**config.mk**
```make
export PLATFORM = sky130hd
export DESIGN_NAME = system_error_flag_bank
export DESIGN_NICKNAME = d
export VERILOG_FILES = /design/src/sys_flag_pkg.sv /design/src/system_error_flag_bank.sv
export VERILOG_INCLUDE_DIRS = /design/src /design/src/src
export SDC_FILE = /design/constraint.sdc
export NUM_CORES = 1
export LEC_CHECK = 0
export ABC_AREA = 1
export ABC_CLOCK_PERIOD_IN_PS = 1490
export BUFFER_PORTS_ARGS = -buffer_cell sky130_fd_sc_hd__buf_2
export CAP_MARGIN = 0
export CORE_ASPECT_RATIO = 0.8
export CORE_MARGIN = 8
export CORE_UTILIZATION = 45
export CTS_BUF_LIST = sky130_fd_sc_hd__clkbuf_4
export DETAILED_ROUTE_END_ITERATION = 16
export PLACE_DENSITY = 0.72
export SLEW_MARGIN = 20
export SYNTH_ARGS = -nofsm -noshare
export SYNTH_HDL_FRONTEND = slang
export SYNTH_SLANG_ARGS = --single-unit
```
**constraint.sdc**
```tcl
create_clock -name clock_in -period 1.49 [get_ports clock_in]
set_input_delay 0.2235 -clock clock_in [delete_from_list [all_inputs] [get_ports clock_in]]
set_output_delay 0.2235 -clock clock_in [all_outputs]
set_load 0.1 [all_outputs]
```
**src/sys_flag_map.svh**
```systemverilog
`ifndef SYS_FLAG_MAP_SVH
`define SYS_FLAG_MAP_SVH

// register byte offsets
`define FLAG_STATUS_OFFSET 12'h000
`define INT_STATUS_OFFSET 12'h004
`define INT_MASK_OFFSET 12'h008
`define BUF_SIZE_OFFSET 12'h00C
`define MOTOR_CMD_OFFSET 12'h010
`define CHECK_CTRL_OFFSET 12'h014

// field positions, shared by flag, event status and mask registers
`define BUF_OVF_BIT 0
`define ABORT_BIT 1
`define NO_CLK_BIT 2
`define MOTOR_REFUSED_BIT 3
`define INT_WIDTH 4

// reset values and ram capacity
`define INT_MASK_RESET 4'h0
`define BUF_SIZE_RESET 16'h0100
`define RAM_CAPACITY 16'h1000

// clock detection window
`define CLK_WINDOW_NS 10000
`define CLK_PERIOD_NS 10
`define CLK_WINDOW_CYCLES (`CLK_WINDOW_NS / `CLK_PERIOD_NS)

`endif

```
**src/sys_flag_pkg.sv**
```systemverilog
package sys_flag_pkg;
    typedef enum logic [1:0] {
        check_idle,
        check_run,
        check_done
    } check_state_type;
endpackage

```
**src/system_error_flag_bank.sv**
```systemverilog
// What this block does
// - every flag is one bit; zero means no error, one means present
// - buffer overflow flag sets when configured buffer exceeds ram capacity
// - buffer overflow check runs only at power-up or controller reset
// - on overflow the default buffer size replaces the configured one
// - abort flag sets on abort input and stays set afterwards
// - abort is detected any time the abort input stays asserted for two clock cycles
// - at power-up or reset, missing phase or servo clock sets flag
// - while missing clock flag is set, motor enable requests are refused
// - flags clear only by power cycle or reset command
`timescale 1ns/1ps
`include "sys_flag_map.svh"

module system_error_flag_bank #(
    parameter int CLK_WINDOW = `CLK_WINDOW_CYCLES,
    parameter int AXES = 8
) (
    // clock and reset
    input wire logic clock_in,
    input wire logic rst_in,
    // reset command string received
    input wire logic reset_cmd_in,
    // external pins
    input wire logic abort_in,
    input wire logic phase_clk_in,
    input wire logic servo_clk_in,
    // apb slave
    input wire logic psel_in,
    input wire logic penable_in,
    input wire logic pwrite_in,
    input wire logic [11:0] paddr_in,
    input wire logic [31:0] pwdata_in,
    input wire logic [3:0] pstrb_in,
    output logic [31:0] prdata_out,
    output logic pready_out,
    output logic pslverr_out,
    // motion side
    output logic [AXES-1:0] motor_enable_out,
    output logic [15:0] buffer_size_out,
    output logic irq_out
);

    // window counter and read mux only serve these ranges
    if (CLK_WINDOW < 2 || AXES < 1 || AXES > 16) begin : g_bad_params
        $error("system_error_flag_bank: unsupported parameters");
    end

    // three-stage synchronisers; compare stages 2 and 3 only
    logic [2:0] abort_sync;
    logic [2:0] phase_sync;
    logic [2:0] servo_sync;
    logic abort_level;
    logic phase_edge;
    logic servo_edge;
    logic phase_agree;
    logic servo_agree;
    logic phase_level;
    logic servo_level;

    always_ff @(posedge clock_in) begin
        if (rst_in) begin
            abort_sync <= 3'h0;
        end else begin
            abort_sync <= {abort_sync[1:0], abort_in};
        end
    end

    // no reset here: a forced low would fake a rise on a stuck-high clock
    always_ff @(posedge clock_in) begin
        phase_sync <= {phase_sync[1:0], phase_clk_in};
        servo_sync <= {servo_sync[1:0], servo_clk_in};
    end

    // abort counts once stages 2 and 3 agree high
    assign abort_level = abort_sync[1] & abort_sync[2];
    assign phase_agree = phase_sync[1] == phase_sync[2];
    assign servo_agree = servo_sync[1] == servo_sync[2];

    // agreed clock levels; reset high so a rise needs a low seen first
    always_ff @(posedge clock_in) begin
        if (rst_in) begin
            phase_level <= 1'b1;
            servo_level <= 1'b1;
        end else begin
            if (phase_agree) begin
                phase_level <= phase_sync[2];
            end
            if (servo_agree) begin
                servo_level <= servo_sync[2];
            end
        end
    end

    // a rise counts once, when the agreed level goes from low to high
    assign phase_edge = phase_agree & phase_sync[2] & ~phase_level;
    assign servo_edge = servo_agree & servo_sync[2] & ~servo_level;

    // any reset source restarts the startup checks
    // command reset leaves mask, events and configured size alone
    logic restart;
    assign restart = rst_in | reset_cmd_in;

    // startup check sequencer
    sys_flag_pkg::check_state_type state;
    logic [31:0] window_count;
    logic phase_seen;
    logic servo_seen;

    always_ff @(posedge clock_in) begin
        if (restart) begin
            state <= sys_flag_pkg::check_idle;
        end else begin
            case (state)
                sys_flag_pkg::check_idle: begin
                    state <= sys_flag_pkg::check_run;
                end
                sys_flag_pkg::check_run: begin
                    if (window_count == 32'(CLK_WINDOW - 1)) begin
                        state <= sys_flag_pkg::check_done;
                    end
                end
                sys_flag_pkg::check_done: begin
                    state <= sys_flag_pkg::check_done;
                end
                default: begin
                    state <= sys_flag_pkg::check_idle;
                end
            endcase
        end
    end

    always_ff @(posedge clock_in) begin
        if (restart || state != sys_flag_pkg::check_run) begin
            window_count <= 32'h0000_0000;
        end else begin
            window_count <= window_count + 32'h0000_0001;
        end
    end

    always_ff @(posedge clock_in) begin
        if (restart || state == sys_flag_pkg::check_idle) begin
            phase_seen <= 1'b0;
            servo_seen <= 1'b0;
        end else if (state == sys_flag_pkg::check_run) begin
            phase_seen <= phase_seen | phase_edge;
            servo_seen <= servo_seen | servo_edge;
        end
    end

    // configured buffer size, sampled by the check at startup only
    logic [15:0] buf_size_cfg;
    logic buffer_overflow_flag;
    logic global_abort_flag;
    logic missing_clock_flag;
    logic check_end;

    assign check_end = (state == sys_flag_pkg::check_run)
        && (window_count == 32'(CLK_WINDOW - 1));

    // apb decode; zero wait states
    logic wr_en;
    logic addr_ok;
    assign pready_out = 1'b1;
    assign wr_en = psel_in & penable_in & pwrite_in;
    always_comb begin
        case (paddr_in)
            `FLAG_STATUS_OFFSET,
            `INT_STATUS_OFFSET,
            `INT_MASK_OFFSET,
            `BUF_SIZE_OFFSET,
            `MOTOR_CMD_OFFSET,
            `CHECK_CTRL_OFFSET: addr_ok = 1'b1;
            default: addr_ok = 1'b0;
        endcase
    end
    assign pslverr_out = psel_in & penable_in & ~addr_ok;

    always_ff @(posedge clock_in) begin
        if (rst_in) begin
            buf_size_cfg <= `BUF_SIZE_RESET;
        end else if (wr_en && paddr_in == `BUF_SIZE_OFFSET) begin
            if (pstrb_in[0]) begin
                buf_size_cfg[7:0] <= pwdata_in[7:0];
            end
            if (pstrb_in[1]) begin
                buf_size_cfg[15:8] <= pwdata_in[15:8];
            end
        end
    end

    // overflow decided once per startup check
    always_ff @(posedge clock_in) begin
        if (restart) begin
            buffer_overflow_flag <= 1'b0;
        end else if (state == sys_flag_pkg::check_idle) begin
            buffer_overflow_flag <=
                (buf_size_cfg > `RAM_CAPACITY);
        end
    end

    // the active size is latched at startup so later writes wait for reset
    always_ff @(posedge clock_in) begin
        if (rst_in) begin
            buffer_size_out <= `BUF_SIZE_RESET;
        end else if (state == sys_flag_pkg::check_idle) begin
            if (buf_size_cfg > `RAM_CAPACITY) begin
                buffer_size_out <= `BUF_SIZE_RESET;
            end else begin
                buffer_size_out <= buf_size_cfg;
            end
        end
    end

    // sticky abort; only reset sources clear it
    always_ff @(posedge clock_in) begin
        if (restart) begin
            global_abort_flag <= 1'b0;
        end else if (abort_level) begin
            global_abort_flag <= 1'b1;
        end
    end

    // clear through the window; motor writes wait on checks_done instead
    // a clock lost after the check stays unseen until the next restart
    always_ff @(posedge clock_in) begin
        if (restart) begin
            missing_clock_flag <= 1'b0;
        end else if (check_end) begin
            missing_clock_flag <= ~(phase_seen | phase_edge)
                | ~(servo_seen | servo_edge);
        end
    end

    logic checks_done;
    assign checks_done = (state == sys_flag_pkg::check_done);

    // motor enable requests
    // a refused write leaves no trace but the event bit
    logic motor_refused;
    logic motor_req;
    assign motor_req = wr_en && paddr_in == `MOTOR_CMD_OFFSET && pstrb_in[0];
    assign motor_refused = motor_req
        && (missing_clock_flag || !checks_done)
        && (pwdata_in[AXES-1:0] != '0);

    always_ff @(posedge clock_in) begin
        if (restart) begin
            motor_enable_out <= '0;
        end else if (missing_clock_flag) begin
            motor_enable_out <= '0;
        end else if (motor_req && checks_done) begin
            motor_enable_out <= pwdata_in[AXES-1:0];
        end
    end

    // event status: sticky, write one to clear, set wins over clear
    logic [`INT_WIDTH-1:0] int_status;
    logic [`INT_WIDTH-1:0] int_mask;
    logic [`INT_WIDTH-1:0] int_event;
    logic abort_flag_d;
    logic clk_flag_d;
    logic buf_flag_d;

    always_ff @(posedge clock_in) begin
        if (rst_in) begin
            abort_flag_d <= 1'b0;
            clk_flag_d <= 1'b0;
            buf_flag_d <= 1'b0;
        end else begin
            abort_flag_d <= global_abort_flag;
            clk_flag_d <= missing_clock_flag;
            buf_flag_d <= buffer_overflow_flag;
        end
    end

    always_comb begin
        int_event = '0;
        int_event[`BUF_OVF_BIT] = buffer_overflow_flag & ~buf_flag_d;
        int_event[`ABORT_BIT] = global_abort_flag & ~abort_flag_d;
        int_event[`NO_CLK_BIT] = missing_clock_flag & ~clk_flag_d;
        int_event[`MOTOR_REFUSED_BIT] = motor_refused;
    end

    logic [`INT_WIDTH-1:0] int_clear;
    assign int_clear = (wr_en && paddr_in == `INT_STATUS_OFFSET
        && pstrb_in[0]) ? pwdata_in[`INT_WIDTH-1:0] : '0;

    always_ff @(posedge clock_in) begin
        if (rst_in) begin
            int_status <= '0;
        end else begin
            int_status <= (int_status & ~int_clear) | int_event;
        end
    end

    always_ff @(posedge clock_in) begin
        if (rst_in) begin
            int_mask <= `INT_MASK_RESET;
        end else if (wr_en && paddr_in == `INT_MASK_OFFSET
                && pstrb_in[0]) begin
            int_mask <= pwdata_in[`INT_WIDTH-1:0];
        end
    end

    always_ff @(posedge clock_in) begin
        if (rst_in) begin
            irq_out <= 1'b0;
        end else begin
            irq_out <= |(int_status & int_mask);
        end
    end

    // read mux; flag register has no write path at all
    logic [31:0] next_prdata;
    always_comb begin
        next_prdata = 32'h0000_0000;
        case (paddr_in)
            `FLAG_STATUS_OFFSET: begin
                next_prdata[`BUF_OVF_BIT] = buffer_overflow_flag;
                next_prdata[`ABORT_BIT] = global_abort_flag;
                next_prdata[`NO_CLK_BIT] = missing_clock_flag;
            end
            `INT_STATUS_OFFSET: next_prdata[`INT_WIDTH-1:0] = int_status;
            `INT_MASK_OFFSET: next_prdata[`INT_WIDTH-1:0] = int_mask;
            `BUF_SIZE_OFFSET: next_prdata = {buffer_size_out, buf_size_cfg};
            `MOTOR_CMD_OFFSET: next_prdata[AXES-1:0] = motor_enable_out;
            `CHECK_CTRL_OFFSET: next_prdata[0] = checks_done;
            default: next_prdata = 32'h0000_0000;
        endcase
    end

    // data registered at setup so it is stable in the access phase
    // so a read shows state from one cycle before its access edge
    always_ff @(posedge clock_in) begin
        if (rst_in) begin
            prdata_out <= 32'h0000_0000;
        end else if (psel_in && !penable_in && !pwrite_in) begin
            prdata_out <= next_prdata;
        end
    end

endmodule

```
==> metrics <==
status=finished clean; Yosys top cell area share=0.463; initial antenna violation count=1; total grt overflow=0; Setup WS pre-CTS=-0.154 ns; r2r setup slk=0.05 ns; Critical R2R Launch=window_count[7]$_SDFF_PP0_; Startpoint Class=input pin; PortBufs=96; adder-cell share of the synthesized area=0.0130; Synthesis Warnings=0; cts bufs inserted=17; Initial Util=0.455; average cell area after synthesis=7.09 um2; Hold Crit Start=pwdata_in[3]; register area share after synthesis=0.463; CP Data Required Time=1.27 ns; hold depth=3; crit end category=primary output; total track usage=0.204; final number of setup-violating endpoints=0; Final Hold Fails=0; core area=12700 um2; main combinational cell family by area after synthesis=simple AND/OR/NAND/NOR gates; Setup Crit Path Kind=in -> out; total power=7.69 mW; hold_ws=0.0584 ns; via count=6049; Slew Viols, Final=0; Peak supply drop=0.000757 V; GPL Wtd Cong=0.954; Horiz. Die Dim=143 um; max cap viols=0; first-pass GRT wire length=27.6 mm; Final Cell Area=8200 um2; fin crit share=0.988; setup TNS=0 ns; mux contribution to synthesized area=0; Post-synth ARST share=0; dpl cells=1123; HP Class=in -> reg; Final HPWL DP=12.3 mm; Clk Tree Root Cell=clkbuf_4; skew final=0.0139 ns; Gate Count Post-Synth=818; WHS Endpoint=motor_enable_out[3]$_SDFFE_PP0P_; Cell Area, Placed=6970 um2; DRT iter0 DRCs=541; DRC=0; Reg-to-Reg End=window_count[27]$_SDFF_PP0_; Layout area overhead=41.5%; top-count cell post-synth=nand2_1; Max Fanout on Critical Path=10; Arr. time, crit path=1.25 ns; final core utilization=0.644; Clock Latency Late Sink=0.56 ns; CTS tree=done; 1st-pass router iterations=5; Leakage=3.33 nW; Layout Nets=1055; flop and latch count out of synthesis=134; RSZ-0062 raised after global routing=true; layout cells sized above 1=0.277; P per Cell Area=938 nW/um2; Clk pin slew, worst setup/hold paths=0.12 ns; antenna-violating nets left=0; EDFF count, synth=0; Setup WS post-layout=0.0178 ns; Post-synth top cells=nand2_1 (157), dfxtp_1 (134), nor2_1 (104); XOR/XNOR Fraction of Synth Area=0; FF-to-FF path depth=6; I/O Pins=116; Die ar.=16800 um2; largest net degree at the start of global routing=44; clk buf depth=2; average via count per standard cell=5.12; ys flop type=dfxtp_1; Synth Area in Simple Gates=0.262; Syn Nets=881; largest cells by area after synthesis=dfxtp_1 (46%), nand2_1 (10%), o21ai_0 (7.8%), a21oi_1 (7.4%), nor2_1 (6.7%); count of different cell masters after synthesis=33; CTS HTree Levels=4; maximum clock frequency=679 MHz; post-route minimum period=1.47 ns; CTS sink count=134; die height=118 um; number of global-route vias before repair=5517; final wirelength=17.5 mm; Routed WL per cell=14.9 um; Synth Area in Compound Gates=0.170; std cell rows=37; cell taking the most area after synthesis=dfxtp_1; Finished Layout Cells=1181; Post-Syn Area=5800 um2
## worst max-delay path, stage by stage
cell and delay [ns]:
buf_2 0.10, nor2_4 0.05, nand2_2 0.07, nor2_4 0.04, buf_12 0.14, nand2_4 0.07, nand3_4 0.08, a211oi_4 0.26
buf_12 0.21
## cell type report
class	instances	area (um2)
clock buffer	17	128
inverter	103	387
antenna	1	2.50
tap	175	219
multi-input combinational	553	2830
timing repair buffer	183	1720
fill	1059	4530
sequential	134	2710
clock inverter	15	203
## cells in the final DEF (no fill, tap or decap), types with 3 or more instances in the layout
master	n
nand3_1	37
nand2_2	8
inv_1	95
o211ai_1	5
nand4_1	19
dfxtp_2	17
clkbuf_4	17
a21oi_1	85
o21ai_0	88
dlygate4sd3_1	19
ha_1	5
nor2_2	12
nor3_2	5
nor2_1	91
clkinv_4	3
nor2_4	10
dfxtp_1	116
buf_6	36
clkinv_2	3
inv_6	3
buf_2	34
nor3_1	12
inv_2	8
nand2_1	145
nand2_4	7
bufinv_16	4
nand3_2	3
buf_8	17
buf_12	10
buf_4	67
## state kept, by name, indices dropped and copies added, names as in the netlist, 2 cells and up
signal            count
window_count         32
abort_sync            3
int_status            4
int_mask              4
buf_size_cfg         16
prdata_out           32
buffer_size_out      16
servo_sync            3
state                 2
phase_sync            3
motor_enable_out      8
## cell families after synthesis
logic type | after synthesis
simple gates | 357
compound gates | 189
flops | 134
buf+inv | 131
fa+ha+maj | 6
other cells | 1
## where the power goes
group / internal, mW / leakage (nW) / switching (mW)
logic: 0.364 / 2.06 / 0.814
registers: 3.67 / 1.10 / 0.0689
clock network: 1.34 / 0.173 / 1.43
total: 5.38 / 3.33 / 2.31
## worst max path at each step
stage	start	end	slack, ns	cells after the start
5_1_grt	window_count[0]$_SDFF_PP0_	window_count[20]$_SDFF_PP0_	-0.05	12
3_5_place_dp	paddr_in[1]	motor_enable_out[0]$_SDFFE_PP0P_	-0.15	7
4_1_cts	window_count[1]$_SDFF_PP0_	window_count[20]$_SDFF_PP0_	-0.06	12
3_3_place_gp	paddr_in[1]	motor_enable_out[7]$_SDFFE_PP0P_	-0.09	7
6_report	paddr_in[7]	pslverr_out	0.02	9
2_1_floorplan	paddr_in[9]	pslverr_out	-0.27	7
## timing repair
item                                    CTS  global route
pin swaps                                 6            10
endpoints found under the hold margin    22             2
gates resized for setup                  89           124
setup buffers                             4             4
endpoints found under the setup margin   66            93
hold buffers                             18             1
## layer usage
metal | share of wire | global-route usage | vias to the layer above
li1 | - | - | 3017
met1 | 0.46 | 0.286 | 2756
met2 | 0.43 | 0.292 | 250
met3 | 0.096 | 0.0673 | 26
met4 | 0.014 | 0.0550 | 0
met5 | 0 | 0 | -
No activity file was read; power rests on OpenSTA's default activity.
